==> src/hw/nbpc_map.svh <==
// Constants of the NAND block-protect and command-frame front end.
// Assumes inclusion by the package and the design modules only.
`ifndef NBPC_MAP_SVH
`define NBPC_MAP_SVH

// ----------------------------------------------------------------
// Array geometry
// ----------------------------------------------------------------
`define NBPC_PAGE_W        16
`define NBPC_BLOCK_SHIFT   6
`define NBPC_PAGE_FIRST    16'h0000
`define NBPC_PAGE_LAST     16'hFFFF
`define NBPC_BLOCK_MASK    16'h003F
`define NBPC_LEVEL_SHIFT0  4'hA

// ----------------------------------------------------------------
// Operation codes
// ----------------------------------------------------------------
`define NBPC_OP_RESET      8'hFF
`define NBPC_OP_ID         8'h9F
`define NBPC_OP_RDSR_A     8'h0F
`define NBPC_OP_RDSR_B     8'h05
`define NBPC_OP_WRSR_A     8'h1F
`define NBPC_OP_WRSR_B     8'h01
`define NBPC_OP_WREN       8'h06
`define NBPC_OP_WRDI       8'h04
`define NBPC_OP_REMAP      8'hA1
`define NBPC_OP_RDLUT      8'hA5
`define NBPC_OP_ECCPA      8'hA9
`define NBPC_OP_ERASE      8'hD8
`define NBPC_OP_LOAD       8'h02
`define NBPC_OP_RLOAD      8'h84
`define NBPC_OP_QLOAD      8'h32
`define NBPC_OP_RQLOAD     8'h34
`define NBPC_OP_PROGRAM    8'h10
`define NBPC_OP_PAGE_READ  8'h13

// ----------------------------------------------------------------
// Frame lengths in bytes, opcode included; page address byte positions
// ----------------------------------------------------------------
`define NBPC_LEN_PAGE_CMD  4'h4
`define NBPC_LEN_REMAP     4'h5
`define NBPC_LEN_SHORT     4'h1
`define NBPC_BYTE_PA_HI    4'h2
`define NBPC_BYTE_PA_LO    4'h3

// ----------------------------------------------------------------
// Status byte layout
// ----------------------------------------------------------------
`define NBPC_SR_BUSY       0
`define NBPC_SR_EFAIL      2
`define NBPC_SR_PFAIL      3

// ----------------------------------------------------------------
// Pin sampler reset levels {cs_n, clk, di}
// ----------------------------------------------------------------
`define NBPC_PIN_IDLE      3'h4

`endif

==> src/hw/nbpc_pkg.sv <==
// Types shared by the front end modules.
// Assumes nbpc_map.svh is on the include path.
`include "nbpc_map.svh"

package nbpc_pkg;

    // ------------------------------------------------------------
    // Array operations handed to the array engine
    // ------------------------------------------------------------
    typedef enum logic [1:0] {
        NBPC_K_PROGRAM,
        NBPC_K_ERASE,
        NBPC_K_PAGE_READ,
        NBPC_K_REMAP
    } nbpc_kind_t;

    typedef struct packed {
        nbpc_kind_t                    kind;
        logic [`NBPC_PAGE_W-1:0]       page;
    } nbpc_op_t;

    // ------------------------------------------------------------
    // Protected page range
    // ------------------------------------------------------------
    typedef struct packed {
        logic                          none;
        logic [`NBPC_PAGE_W-1:0]       lo;
        logic [`NBPC_PAGE_W-1:0]       hi;
    } nbpc_range_t;

endpackage

==> src/hw/nbpc_pin_sync.sv <==
// Three-stage sampler for pins from outside the system clock.
// Assumes asynchronous inputs; output moves when stages 2 and 3 agree.
`timescale 1ns/1ps
`include "nbpc_map.svh"

module nbpc_pin_sync #(
    parameter int             W       = 3,
    parameter logic [W-1:0]   RST_VAL = '0
) (
    // Clock and reset
    input  wire logic         i_clk_sys,
    input  wire logic         i_rst,
    // Pins and filtered levels
    input  wire logic [W-1:0] i_pins,
    output logic      [W-1:0] o_level
);

    logic [W-1:0] s1_r;
    logic [W-1:0] s2_r;
    logic [W-1:0] s3_r;

    if (W < 1) begin : g_chk
        $error("nbpc_pin_sync: W must be at least 1");
    end

    always_ff @(posedge i_clk_sys or posedge i_rst) begin
        if (i_rst) begin
            s1_r <= RST_VAL;
            s2_r <= RST_VAL;
            s3_r <= RST_VAL;
        end else begin
            s1_r <= i_pins;
            s2_r <= s1_r;
            s3_r <= s2_r;
        end
    end

    // Glitch shorter than one sample never reaches the parser
    for (genvar g = 0; g < W; g++) begin : g_filt
        always_ff @(posedge i_clk_sys or posedge i_rst) begin
            if (i_rst) begin
                o_level[g] <= RST_VAL[g];
            end else if (s2_r[g] == s3_r[g]) begin
                o_level[g] <= s3_r[g];
            end
        end
    end

endmodule

==> src/hw/nbpc_prot_dec.sv <==
// Block-protect level decoder into a protected page range.
// Assumes static level and top/bottom inputs from the status logic.
`timescale 1ns/1ps
`include "nbpc_map.svh"

module nbpc_prot_dec (
    // Protect setting
    input  wire logic              i_top_bottom_select,
    input  wire logic [3:0]        i_level,
    // Decoded range
    output nbpc_pkg::nbpc_range_t  o_range
);

    logic [`NBPC_PAGE_W-1:0] span;

    always_comb begin
        span          = `NBPC_PAGE_LAST >> (`NBPC_LEVEL_SHIFT0 - i_level);
        o_range.none  = 1'b0;
        o_range.lo    = `NBPC_PAGE_FIRST;
        o_range.hi    = `NBPC_PAGE_LAST;
        // zero level
        if (i_level == 4'h0) begin
            o_range.none = 1'b1;
        // whole array
        end else if (i_level[3:2] == 2'b11 || i_level[3:1] == 3'b101) begin
            o_range.lo = `NBPC_PAGE_FIRST;
            o_range.hi = `NBPC_PAGE_LAST;
        // top range
        end else if (!i_top_bottom_select) begin
            o_range.lo = ~span;
            o_range.hi = `NBPC_PAGE_LAST;
        // bottom range
        end else begin
            o_range.lo = `NBPC_PAGE_FIRST;
            o_range.hi = span;
        end
    end

endmodule

==> src/hw/nbpc_top.sv <==
// Serial NAND front end: protect decode, command framing, busy gating.
// Assumes an array engine that pulses i_op_done when an operation ends.
//
// Functional notes
// Levels 1 to 9 protect 2^n blocks at top or bottom per select.
// Level zero protects nothing; 1010, 1011, 11xx protect the whole array.
// Program or erase overlapping the protected range is dropped.
// Chip select falling starts a frame and resets the parser.
// First byte of the frame is the opcode.
// Input sampled on clock rise, most significant bit first.
// Opcode may be followed by address, data or dummy bytes.
// Chip select rising completes the instruction.
// Reads may end after any bit count.
// Write, program, erase ending off a byte boundary is discarded.
// Busy high during program, erase, remap and page load; the code sets it for page read instead, not for the load opcodes.
// While busy only status read and identification read are served.
// Decoder recognises the basic instruction set.
// Identification returns 8-bit maker code then 16-bit part code.
// Protected program or erase sets its fail flag; next one clears.
// Busy clears when the internal operation completes.
`timescale 1ns/1ps
`include "nbpc_map.svh"

module nbpc_top #(
    parameter logic [7:0]  MAKER_CODE = 8'h5A,    // Arbitrary value
    parameter logic [15:0] PART_CODE  = 16'h1234  // Arbitrary value
) (
    // Clock and reset
    input  wire logic              i_clk_sys,
    input  wire logic              i_rst,
    // Serial link pins
    input  wire logic              i_spi_cs_n,
    input  wire logic              i_spi_clk,
    input  wire logic              i_spi_di,
    output logic                   o_spi_do,
    output logic                   o_spi_do_oe,
    // Protect setting
    input  wire logic              i_top_bottom_select,
    input  wire logic [3:0]        i_protect_level,
    // Array engine
    output logic                   o_op_start,
    output nbpc_pkg::nbpc_op_t     o_op,
    input  wire logic              i_op_done,
    // Status
    output logic                   o_busy,
    output logic                   o_program_fail,
    output logic                   o_erase_fail
);

    // ------------------------------------------------------------
    // Decode helpers
    // ------------------------------------------------------------
    // known opcodes
    function automatic logic is_known(input logic [7:0] op);
        case (op)
            8'hFF, 8'h9F, 8'h0F, 8'h05, 8'h1F, 8'h01, 8'h06, 8'h04,
            8'hA1, 8'hA5, 8'hA9, 8'hD8, 8'h02, 8'h84, 8'h32, 8'h34,
            8'h10, 8'h13, 8'h03, 8'h0B, 8'h0C, 8'h3B, 8'h3C, 8'h6B,
            8'h6C, 8'hBB, 8'hBC, 8'hEB, 8'hEC: is_known = 1'b1;
            default:                           is_known = 1'b0;
        endcase
    endfunction

    function automatic logic is_status(input logic [7:0] op);
        is_status = (op == `NBPC_OP_RDSR_A) || (op == `NBPC_OP_RDSR_B);
    endfunction

    function automatic logic is_modify(input logic [7:0] op);
        case (op)
            8'h1F, 8'h01, 8'h06, 8'h04, 8'hA1, 8'hD8,
            8'h02, 8'h84, 8'h32, 8'h34, 8'h10, 8'hFF: is_modify = 1'b1;
            default:                               is_modify = 1'b0;
        endcase
    endfunction

    function automatic logic [3:0] need_len(input logic [7:0] op);
        case (op)
            `NBPC_OP_PROGRAM, `NBPC_OP_ERASE,
            `NBPC_OP_PAGE_READ: need_len = `NBPC_LEN_PAGE_CMD;
            `NBPC_OP_REMAP:     need_len = `NBPC_LEN_REMAP;
            default:            need_len = `NBPC_LEN_SHORT;
        endcase
    endfunction

    // ------------------------------------------------------------
    // Pin sampling and edges
    // ------------------------------------------------------------
    logic [2:0]              pins_f;
    logic                    cs_f;
    logic                    sck_f;
    logic                    di_f;
    logic                    cs_q_r;
    logic                    sck_q_r;
    logic                    cs_fall;
    logic                    cs_rise;
    logic                    sck_rise;
    logic                    sck_fall;

    nbpc_pin_sync #(
        .W       (3),
        .RST_VAL (`NBPC_PIN_IDLE)
    ) u_sync (
        .i_clk_sys (i_clk_sys),
        .i_rst     (i_rst),
        .i_pins    ({i_spi_cs_n, i_spi_clk, i_spi_di}),
        .o_level   (pins_f)
    );

    assign cs_f  = pins_f[2];
    assign sck_f = pins_f[1];
    assign di_f  = pins_f[0];

    always_ff @(posedge i_clk_sys or posedge i_rst) begin
        if (i_rst) begin
            cs_q_r  <= 1'b1;
            sck_q_r <= 1'b0;
        end else begin
            cs_q_r  <= cs_f;
            sck_q_r <= sck_f;
        end
    end

    assign cs_fall  = cs_q_r & ~cs_f;
    assign cs_rise  = ~cs_q_r & cs_f;
    // rising edge samples input
    assign sck_rise = ~sck_q_r & sck_f & ~cs_f;
    assign sck_fall = sck_q_r & ~sck_f & ~cs_f;

    // ------------------------------------------------------------
    // Frame parser
    // ------------------------------------------------------------
    logic [2:0]              bit_cnt_r;
    logic [3:0]              byte_cnt_r;
    logic [7:0]              sh_r;
    logic [7:0]              opcode_r;
    logic                    ignore_r;
    logic [15:0]             page_r;
    logic                    byte_done;
    logic [7:0]              rx_byte;

    assign byte_done = sck_rise && (bit_cnt_r == 3'h7);
    // most significant bit first
    assign rx_byte   = {sh_r[6:0], di_f};

    always_ff @(posedge i_clk_sys or posedge i_rst) begin
        if (i_rst) begin
            bit_cnt_r  <= 3'h0;
            byte_cnt_r <= 4'h0;
            sh_r       <= 8'h00;
        // parser restart
        end else if (cs_fall) begin
            bit_cnt_r  <= 3'h0;
            byte_cnt_r <= 4'h0;
        end else if (sck_rise) begin
            sh_r      <= rx_byte;
            bit_cnt_r <= bit_cnt_r + 3'h1;
            // Saturates: long data phases only need "at least" lengths
            if (byte_done && byte_cnt_r != 4'hF) begin
                byte_cnt_r <= byte_cnt_r + 4'h1;
            end
        end
    end

    always_ff @(posedge i_clk_sys or posedge i_rst) begin
        if (i_rst) begin
            opcode_r <= 8'h00;
            ignore_r <= 1'b0;
        end else if (cs_fall) begin
            opcode_r <= 8'h00;
            ignore_r <= 1'b0;
        // first byte is opcode
        end else if (byte_done && byte_cnt_r == 4'h0) begin
            opcode_r <= rx_byte;
            // busy gating
            ignore_r <= !is_known(rx_byte) ||
                        (o_busy && !is_status(rx_byte) &&
                         rx_byte != `NBPC_OP_ID);
        end
    end

    // address bytes after a dummy byte
    always_ff @(posedge i_clk_sys or posedge i_rst) begin
        if (i_rst) begin
            page_r <= 16'h0000;
        end else if (byte_done && byte_cnt_r == `NBPC_BYTE_PA_HI) begin
            page_r[15:8] <= rx_byte;
        end else if (byte_done && byte_cnt_r == `NBPC_BYTE_PA_LO) begin
            page_r[7:0] <= rx_byte;
        end
    end

    // ------------------------------------------------------------
    // Completion and protection
    // ------------------------------------------------------------
    nbpc_pkg::nbpc_range_t   range;
    logic                    ends_ok;
    logic                    act;
    logic                    is_pe;
    logic                    hit;
    logic                    rejected;
    logic                    start;
    logic [15:0]             tgt_lo;
    logic [15:0]             tgt_hi;
    nbpc_pkg::nbpc_kind_t    kind;

    nbpc_prot_dec u_prot (
        .i_top_bottom_select (i_top_bottom_select),
        .i_level             (i_protect_level),
        .o_range             (range)
    );

    // reads end anywhere; modifying ones on a byte boundary
    assign ends_ok = is_modify(opcode_r) ? (bit_cnt_r == 3'h0) : 1'b1;
    // completion on chip select rise
    assign act     = cs_rise && !ignore_r && (byte_cnt_r != 4'h0) &&
                     ends_ok && (byte_cnt_r >= need_len(opcode_r));
    assign is_pe   = (opcode_r == `NBPC_OP_PROGRAM) ||
                     (opcode_r == `NBPC_OP_ERASE);
    // An erase covers its whole block, a program one page
    assign tgt_lo  = (opcode_r == `NBPC_OP_ERASE) ?
                     (page_r & ~`NBPC_BLOCK_MASK) : page_r;
    assign tgt_hi  = (opcode_r == `NBPC_OP_ERASE) ?
                     (page_r | `NBPC_BLOCK_MASK) : page_r;
    // overlap test
    assign hit      = !range.none && tgt_lo <= range.hi &&
                      tgt_hi >= range.lo;
    assign rejected = act && is_pe && hit;

    always_comb begin
        unique case (opcode_r)
            `NBPC_OP_PROGRAM: kind = nbpc_pkg::NBPC_K_PROGRAM;
            `NBPC_OP_ERASE:   kind = nbpc_pkg::NBPC_K_ERASE;
            `NBPC_OP_REMAP:   kind = nbpc_pkg::NBPC_K_REMAP;
            default:          kind = nbpc_pkg::NBPC_K_PAGE_READ;
        endcase
    end

    // protected requests never reach the array
    assign start = act && !rejected &&
                   (is_pe || opcode_r == `NBPC_OP_PAGE_READ ||
                    opcode_r == `NBPC_OP_REMAP);

    always_ff @(posedge i_clk_sys or posedge i_rst) begin
        if (i_rst) begin
            o_op_start <= 1'b0;
            o_op       <= '{kind: nbpc_pkg::NBPC_K_PROGRAM, page: 16'h0000};
        end else begin
            o_op_start <= start;
            if (start) begin
                o_op.kind <= kind;
                o_op.page <= page_r;
            end
        end
    end

    // ------------------------------------------------------------
    // Busy and fail flags
    // ------------------------------------------------------------
    always_ff @(posedge i_clk_sys or posedge i_rst) begin
        if (i_rst) begin
            o_busy <= 1'b0;
        // busy while the array works
        end else if (start) begin
            o_busy <= 1'b1;
        // completion clears busy
        end else if (i_op_done) begin
            o_busy <= 1'b0;
        end
    end

    // set wins over the clearing command
    always_ff @(posedge i_clk_sys or posedge i_rst) begin
        if (i_rst) begin
            o_program_fail <= 1'b0;
            o_erase_fail   <= 1'b0;
        end else if (act && (is_pe || opcode_r == `NBPC_OP_RESET)) begin
            o_program_fail <= rejected && opcode_r == `NBPC_OP_PROGRAM;
            o_erase_fail   <= rejected && opcode_r == `NBPC_OP_ERASE;
        end
    end

    // ------------------------------------------------------------
    // Serial output: identification and status
    // ------------------------------------------------------------
    logic [23:0]             tx_r;
    logic                    tx_act_r;
    logic [7:0]              status;

    always_comb begin
        status                = 8'h00;
        status[`NBPC_SR_BUSY]  = o_busy;
        status[`NBPC_SR_EFAIL] = o_erase_fail;
        status[`NBPC_SR_PFAIL] = o_program_fail;
    end

    always_ff @(posedge i_clk_sys or posedge i_rst) begin
        if (i_rst) begin
            tx_r     <= 24'h00_0000;
            tx_act_r <= 1'b0;
            o_spi_do <= 1'b0;
        end else if (cs_fall || cs_rise) begin
            tx_act_r <= 1'b0;
        end else if (byte_done && byte_cnt_r >= 4'h1) begin
            // maker code then part code after one dummy byte
            if (opcode_r == `NBPC_OP_ID && byte_cnt_r == 4'h1) begin
                tx_r     <= {MAKER_CODE, PART_CODE};
                tx_act_r <= 1'b1;
            end else if (is_status(opcode_r)) begin
                tx_r[23:16] <= status;
                tx_act_r    <= 1'b1;
            end
        end else if (sck_fall && tx_act_r) begin
            o_spi_do <= tx_r[23];
            tx_r     <= {tx_r[22:0], 1'b0};
        end
    end

    assign o_spi_do_oe = tx_act_r;
endmodule

==> config.mk <==
export PLATFORM = sky130hd
export DESIGN_NAME = nbpc_top
export DESIGN_NICKNAME = d
export VERILOG_FILES = /design/src/hw/nbpc_pkg.sv /design/src/hw/nbpc_pin_sync.sv /design/src/hw/nbpc_prot_dec.sv /design/src/hw/nbpc_top.sv
export VERILOG_INCLUDE_DIRS = /design/src /design/src/hw
export SDC_FILE = /design/constraint.sdc
export NUM_CORES = 1
export LEC_CHECK = 0
export CAP_MARGIN = 20
export CORE_UTILIZATION = 60
export DETAILED_ROUTE_END_ITERATION = 12
export DONT_BUFFER_PORTS = 1
export GPL_TIMING_DRIVEN = 0
export PLACE_DENSITY = 0.76
export SETUP_SLACK_MARGIN = 0.15
export SLEW_MARGIN = 0
export SYNTH_ARGS = -nofsm -noshare
export SYNTH_HDL_FRONTEND = slang
export SYNTH_SLANG_ARGS = --single-unit
==> constraint.sdc <==
create_clock -name i_clk_sys -period 5.7 [get_ports i_clk_sys]
set_input_delay 0.57 -clock i_clk_sys [delete_from_list [all_inputs] [get_ports i_clk_sys]]
set_output_delay 0.57 -clock i_clk_sys [all_outputs]
set_load 0.1 [all_outputs]
==> results.py, run 1 <==
metrics = {
    "route": {
        "drcViolationCount": 0,
        "ant_nets": 0,
        "drt-initial-drc-count": 215,
        "route.detailed.wl_per_inst_um": 17.0,
        "dr.pass1.iters": 5,
        "routed_via_density": 6.15,
        "vias": 4124,
        "totalWireLength_um": 11400,
    },
    "status": {
        "status": "finished, final reports clean",
    },
    "placement": {
        "gp_congestion": 0.960,
        "detailed_place_hpwl_um": 8470,
        "pre_cts_ws_ps": 1230,
        "io_buffers": 0,
    },
    "pwr": {
        "intPower_mw": 1.02,
        "vdd.ir_drop.worst_mv": 0.201,
        "p_seq_share_pct": 51.8,
        "swShare_pct": 30.6,
        "power_density_nw_per_um2": 245,
        "leakage_nw": 2.88,
        "combPwrFrac_pct": 20.5,
        "switching_power_uw": 451,
        "clkPwrFrac_pct": 27.7,
    },
    "sta": {
        "fin_tns_setup_ps": 0,
        "fin_crit_ps": 4120,
        "timing.final.ws_setup_ps": 1580,
        "worst_pin_slew_ps": 1020,
        "holdWs_ps": 125,
        "finalCritPeriodShare_pct": 72.4,
        "slew_viol_final": 0,
        "slew_headroom_pct": 31.7,
        "hold_viol": 0,
        "skew_ps": 13.4,
        "final-setup-viol-count": 0,
        "clock.fmax_ghz": 0.242,
        "rsz0062_at_grt": "false",
    },
    "floorplan": {
        "dieWidth_um": 99.1,
        "start_util_pct": 61.6,
        "core_um2": 9200,
        "ioPinCount": 35,
        "die_h_um": 99.1,
        "dieArea_um2": 9830,
        "rows": 35,
    },
    "critical_path": {
        "critical_path.max_fanout": 10,
        "crit_path_end_kind": "flip-flop",
        "cp.arrival_ps": 4370,
        "worstSetupPathType": "in -> reg",
        "r2r-end": "o_op[2]",
        "start_kind": "input port",
        "required_ps": 5950,
        "reg2reg_from": "opcode_r[1]",
        "ff2ff_setup_slack_ps": 1810,
        "rr_worst_depth": 12,
    },
    "yosys": {
        "syn_inst": 543,
        "syn-cell-area_um2": 5660,
        "synth_xor_area_share_pct": 1.70,
        "synthSimpleGateAreaFrac_pct": 16.7,
        "synthMuxAreaShare_pct": 9.39,
        "synth_flop_cell": "dfrtp_1",
        "synth-compound-area-share_pct": 13.4,
        "synth-seq-cells": 99,
        "synth_enable_flop_cells": 0,
        "synth_top_family_by_area": "simple AND/OR/NAND/NOR gates",
        "yosysSeqAreaShare_pct": 43.9,
        "synth_adder_area_share_pct": 10.9,
        "syn_avg_cell_area_um2": 10.4,
        "async_reset_ff_share_pct": 100,
        "synth-warning-count": 0,
        "syn_nets": 601,
        "yosysUniqueCellTypes": 69,
    },
    "clock_network": {
        "clk_pin_slew_worst_paths_ps": 90,
        "clock-root-buffer": "clkbuf_8",
        "cts_buffers": 9,
        "post_cts_buffers": 0,
        "cts_sinks": 99,
        "clk_latency_ps": 370,
        "cts_tree": "done",
        "cts.repair.resized": 0,
        "ctsHoldBuffers": 0,
        "cts_max_path_buffers": 2,
        "htree_num_levels": 3,
    },
    "layout": {
        "n_antenna_cell": 0,
        "post-route-util_pct": 65.4,
        "final_layout_size_suffix_gt1_share_pct": 15.4,
        "syn_to_final_growth_pct": 6.17,
        "regArea_um2": 2480,
        "multi_input_area_um2": 2950,
        "nFillCells": 727,
        "final_nets": 613,
    },
    "grt": {
        "grt_pass1_wl_um": 19300,
        "grt_antenna_before_repair": 0,
        "gr-total-overflow": 0,
        "grt_pass1_vias": 4005,
        "gr-usage-all-layers_pct": 25.1,
        "grt_max_degree": 55,
    },
    "min_path": {
        "hold_class": "in -> async",
    },
    "flow_run": {
        "maxCapViolations": 0,
    },
}
through the flow:
step           power [mW]  instances  instance area (um^2)
5_1_grt              1.56        671                  6010
2_1_floorplan       0.998        543                  5660
3_3_place_gp         1.06        654                  5800
4_1_cts              1.48        671                  6010
6_report             1.47        671                  6010
3_5_place_dp         1.08        655                  5830
power groups by stage:
stage / Combinational [mW] / Sequential (mW) / Clock (mW)
finish: 0.301 / 0.762 / 0.409
global route: 0.340 / 0.769 / 0.447
CTS: 0.301 / 0.762 / 0.422
detailed placement: 0.300 / 0.776 / 0
global placement: 0.286 / 0.774 / 0
floorplan: 0.229 / 0.769 / 0
worst max-delay path, stage by stage:
cell	delay [ps]
inv_1	60
ha_1	140
nor3b_1	470
nor2_1	100
nand2_1	240
nor2_1	90
ha_1	310
a21oi_1	190
o21ai_0	130
a2111oi_0	570
a21oi_1	270
o311ai_4	700
buf_8	230
mux2_4	300
per-layer routing:
metal  GRT usage [%]  share of wire [%]  vias up
li1                -                  -     1985
met1            36.0                 47     2021
met2            38.2                 45      101
met3            5.27                5.4       17
met4            8.26                1.8        0
met5               0                  0        -
flip-flops by register name (all words and copies together), names as in the netlist, 3 cells and up:
name and flops:
tx_r 22, o_op 18, page_r 16, opcode_r 8, sh_r 7, byte_cnt_r 4, bit_cnt_r 3, u_sync.o_level 3
u_sync.s1_r 3, u_sync.s2_r 3, u_sync.s3_r 3
worst max-delay path by stage:
stage / startpoint / depth (start not counted) / endpoint
6_report: i_protect_level[0] / 14 / o_op[2]
5_1_grt: i_protect_level[0] / 14 / o_op[5]
4_1_cts: i_protect_level[0] / 14 / o_op[2]
3_5_place_dp: i_protect_level[0] / 14 / o_op[0]
3_3_place_gp: i_protect_level[0] / 14 / o_op[6]
2_1_floorplan: i_protect_level[0] / 14 / o_op[0]
final cells by class:
cell class / instances / share of cell area, %
well taps: 111 / 2.31
clock inverters: 4 / 0.583
clock buffers: 12 / 2.41
inverters: 24 / 1.54
multi-input cells: 393 / 49.1
plain buffers: 27 / 2.25
flip-flops and latches: 99 / 41.3
repair buffers: 1 / 0.458
placed cells by master, fill, tap and decap left out, types with 5 or more instances in the layout:
| cell type | instances |
|---|---|
| a22o_1 | 9 |
| dfrtp_1 | 94 |
| o21ai_0 | 23 |
| xnor2_1 | 5 |
| or2_2 | 8 |
| nand2_1 | 27 |
| dfstp_2 | 5 |
| nor2_1 | 55 |
| ha_1 | 47 |
| and2_1 | 5 |
| nor2b_1 | 6 |
| inv_1 | 23 |
| xor2_1 | 6 |
| or4_1 | 5 |
| buf_2 | 5 |
| clkbuf_8 | 10 |
| clkbuf_1 | 19 |
| mux2_4 | 7 |
| nand4_1 | 10 |
| a21oi_1 | 29 |
| nand3_1 | 9 |
| nor3_1 | 9 |
| mux2i_1 | 10 |
| a211oi_1 | 5 |
| nand2b_1 | 12 |
| nor4_1 | 6 |
| mux2_2 | 29 |
synth_stat cells (5+ instances only):
| master | n | share of area (%) |
|---|---|---|
| buf_2 | 5 | 0.44 |
| mux2i_1 | 10 | 1.8 |
| nor4_1 | 6 | 0.66 |
| nor3_1 | 9 | 0.80 |
| xor2_1 | 6 | 0.93 |
| nand2b_1 | 12 | 1.3 |
| nand4_1 | 10 | 1.1 |
| clkbuf_1 | 17 | 1.1 |
| nand3_1 | 9 | 0.80 |
| or4_1 | 5 | 0.66 |
| ha_1 | 47 | 10 |
| a22o_1 | 9 | 1.4 |
| inv_1 | 24 | 1.6 |
| o21ai_0 | 23 | 2.0 |
| or2_2 | 8 | 0.88 |
| dfrtp_1 | 94 | 42 |
| mux2_4 | 7 | 1.9 |
| a211oi_1 | 5 | 0.66 |
| nor2b_1 | 6 | 0.66 |
| dfstp_2 | 5 | 2.3 |
| xnor2_1 | 5 | 0.77 |
| mux2_2 | 29 | 5.8 |
| a21oi_1 | 29 | 2.6 |
| nor2_1 | 55 | 3.6 |
| nand2_1 | 27 | 1.8 |
| and2_1 | 5 | 0.55 |
logic make-up after synthesis:
kind of cell	after synthesis
compound gates	110
simple gates	176
fa+ha+maj	50
mux	46
buf+inv	51
xor+xnor	11
flops	99
Note: power is estimated with default switching activity, not from simulation.
==> run 2: changes to the inputs <==
--- a/config.mk
+++ b/config.mk
@@ -7,7 +7,7 @@
 export NUM_CORES = 1
 export LEC_CHECK = 0
 export CAP_MARGIN = 20
-export CORE_UTILIZATION = 60
+export CORE_UTILIZATION = 58
 export DETAILED_ROUTE_END_ITERATION = 12
 export DONT_BUFFER_PORTS = 1
 export GPL_TIMING_DRIVEN = 0
==> constraint.sdc (replaced) <==
create_clock -name i_clk_sys -period 3.5 [get_ports i_clk_sys]
set_input_delay 0.35 -clock i_clk_sys [delete_from_list [all_inputs] [get_ports i_clk_sys]]
set_output_delay 0.35 -clock i_clk_sys [all_outputs]
set_load 0.1 [all_outputs]
==> run 2 against run 1 <==
Effect of this change:
- first-iteration DRC count rose by 12%
- die area rose by 3.4%
- non-clock buffer count rose by 21
- count of clock-buffer cells in the layout fell by 3
- sequential power rose by 63%
- largest cell class unchanged
- worst hold slack got worse by 44 ps
==> results.py, run 2 (synthesis gave the netlist of run 1 again) <==
metrics = {
    "pwr": {
        "leakage_nw": 3.04,
        "vdd.ir_drop.worst_mv": 0.332,
        "power_density_nw_per_um2": 394,
    },
    "clock_network": {
        "cts_max_path_buffers": 2,
        "htree_num_levels": 3,
        "clk_latency_ps": 380,
        "cts_buffers": 9,
        "clk_pin_slew_worst_paths_ps": 100,
        "cts_sinks": 99,
        "cts_tree": "done",
        "clock-root-buffer": "clkbuf_8",
    },
    "critical_path": {
        "r2r-end": "o_op[4]",
        "cp.arrival_ps": 3560,
        "start_kind": "flip-flop",
        "ff2ff_setup_slack_ps": 210,
        "critical_path.max_fanout": 5,
        "crit_path_end_kind": "flip-flop",
        "reg2reg_from": "opcode_r[1]",
        "crit_start": "opcode_r[1]",
        "required_ps": 3770,
        "worstSetupPathType": "reg -> reg",
        "cp-endpoint": "o_op[4]",
        "rr_worst_depth": 12,
    },
    "layout": {
        "top_regs": "tx_r: 22 flops, o_op: 18 flops, page_r: 16 flops",
        "largest_register_ffs": 22,
        "mostFrequentLayoutCells": "dfrtp_1, nor2_1, ha_1, mux2_2",
        "nFillCells": 681,
        "final_area_um2": 6450,
        "mostFrequentLayoutCell": "dfrtp_1",
        "top_register": "tx_r",
        "regArea_um2": 2490,
        "final_layout_size_suffix_gt1_share_pct": 21.0,
        "n_antenna_cell": 0,
        "final_nets": 634,
        "multi_input_area_um2": 3120,
        "syn_to_final_growth_pct": 14.0,
    },
    "sta": {
        "worst_pin_slew_ps": 1070,
        "hold_viol": 0,
        "fin_crit_ps": 3290,
        "skew_ps": 10.7,
        "holdWs_ps": 81.4,
        "final-setup-viol-count": 0,
        "timing.final.ws_setup_ps": 207,
        "clock.fmax_ghz": 0.304,
        "slew_viol_final": 0,
        "slew_headroom_pct": 28.6,
        "finalCritPeriodShare_pct": 94.1,
        "rsz0062_at_grt": "true",
    },
    "grt": {
        "grt_max_degree": 51,
        "grt_pass1_vias": 4111,
        "grt_antenna_before_repair": 0,
        "grt_pass1_wl_um": 19900,
        "gr-usage-all-layers_pct": 25.3,
        "gr-total-overflow": 0,
    },
    "route": {
        "drt-initial-drc-count": 241,
        "vias": 4334,
        "drcViolationCount": 0,
        "routed_via_density": 6.10,
        "totalWireLength_um": 12500,
        "route.detailed.wl_per_inst_um": 17.6,
        "ant_nets": 0,
        "dr.pass1.iters": 7,
    },
    "floorplan": {
        "start_util_pct": 60.7,
        "rows": 35,
        "core_um2": 9330,
        "dieArea_um2": 10200,
        "die_h_um": 101,
        "dieWidth_um": 101,
        "ioPinCount": 35,
    },
    "placement": {
        "detailed_place_hpwl_um": 8600,
        "dpl_cell_area_um2": 5910,
        "io_buffers": 0,
        "gp_congestion": 0.951,
        "pre_cts_ws_ps": -369,
    },
    "status": {
        "status": "finished, final reports clean",
    },
    "min_path": {
        "hold_class": "in -> reg",
        "worstHoldStart": "i_op_done",
    },
    "flow_run": {
        "maxCapViolations": 0,
    },
}
[run 2: cell types whose count changed in the layout (fill, tap and decap cells not counted), moves of 4 or more]
cell / delta
buf_4: +15
dlygate4sd3_1: +4
ha_1: -5
ha_4: +5
or2_2: -5
or2_4: +5
[run 2: report_power, final]
| group | internal [mW] | switching [mW] |
|---|---|---|
| registers | 1.20 | 0.0428 |
| clock network | 0.350 | 0.443 |
| logic | 0.189 | 0.317 |
[run 2: final cells by class]
type	instances	share of cell area, %
Buffer	27	2.35
Sequential cell	99	38.5
Clock buffer	9	1.92
Multi-Input combinational cell	393	48.3
Inverter	24	1.43
Timing Repair Buffer	22	3.53
Clock inverter	7	1.45
Tap cell	129	2.50
[run 2: worst max-delay path, stage by stage, from the launching register on]
cell and delay [ps]:
dfrtp_2 440, nor4_4 300, and3_4 280, and2b_1 220
ha_4 270, nand4_1 140, or2_4 290, o41ai_4 230
a21oi_2 110, o311ai_4 310, buf_4 180, buf_8 110
mux2_4 300
[run 2: how the worst min path moves through the flow]
stage | endpoint | slack, ps | cells past startpoint
6_report | o_busy | 80 | 1
5_1_grt | o_busy | 60 | 1
4_1_cts | o_busy | 80 | 1
3_5_place_dp | u_sync.s1_r[1] | 340 | 1
3_3_place_gp | u_sync.s2_r[1] | 330 | 0
2_1_floorplan | u_sync.s2_r[0] | 330 | 0
[run 2: through the flow]
stage	util [%]	cells	total power [mW]	setup TNS [ps]
2_1_floorplan	-	543	1.63	0
3_3_place_gp	63.1	672	1.73	-35270
3_5_place_dp	63.4	673	1.75	-5000
4_1_cts	67.8	701	2.54	0
5_1_grt	69.2	710	2.68	0
6_report	69.2	710	2.54	0
[run 2: repair_timing]
item	4_1_cts	5_1_grt
hold endpoints to repair	47	0
cloned	1	0
setup endpoints to repair	19	20
hold buffers	4	0
pin swaps	4	7
setup buffers	7	9
resized for setup	11	13
[run 2: metal layers]
metal	routed length (um)	GRT usage, %	vias to the layer above	part of all wire [%]
met2	5680	38.6	143	46
met4	260	7.25	0	2.1
met5	0	0	-	0
li1	-	-	2029	-
met1	5750	36.3	2133	46
met3	788	5.76	29	6.3
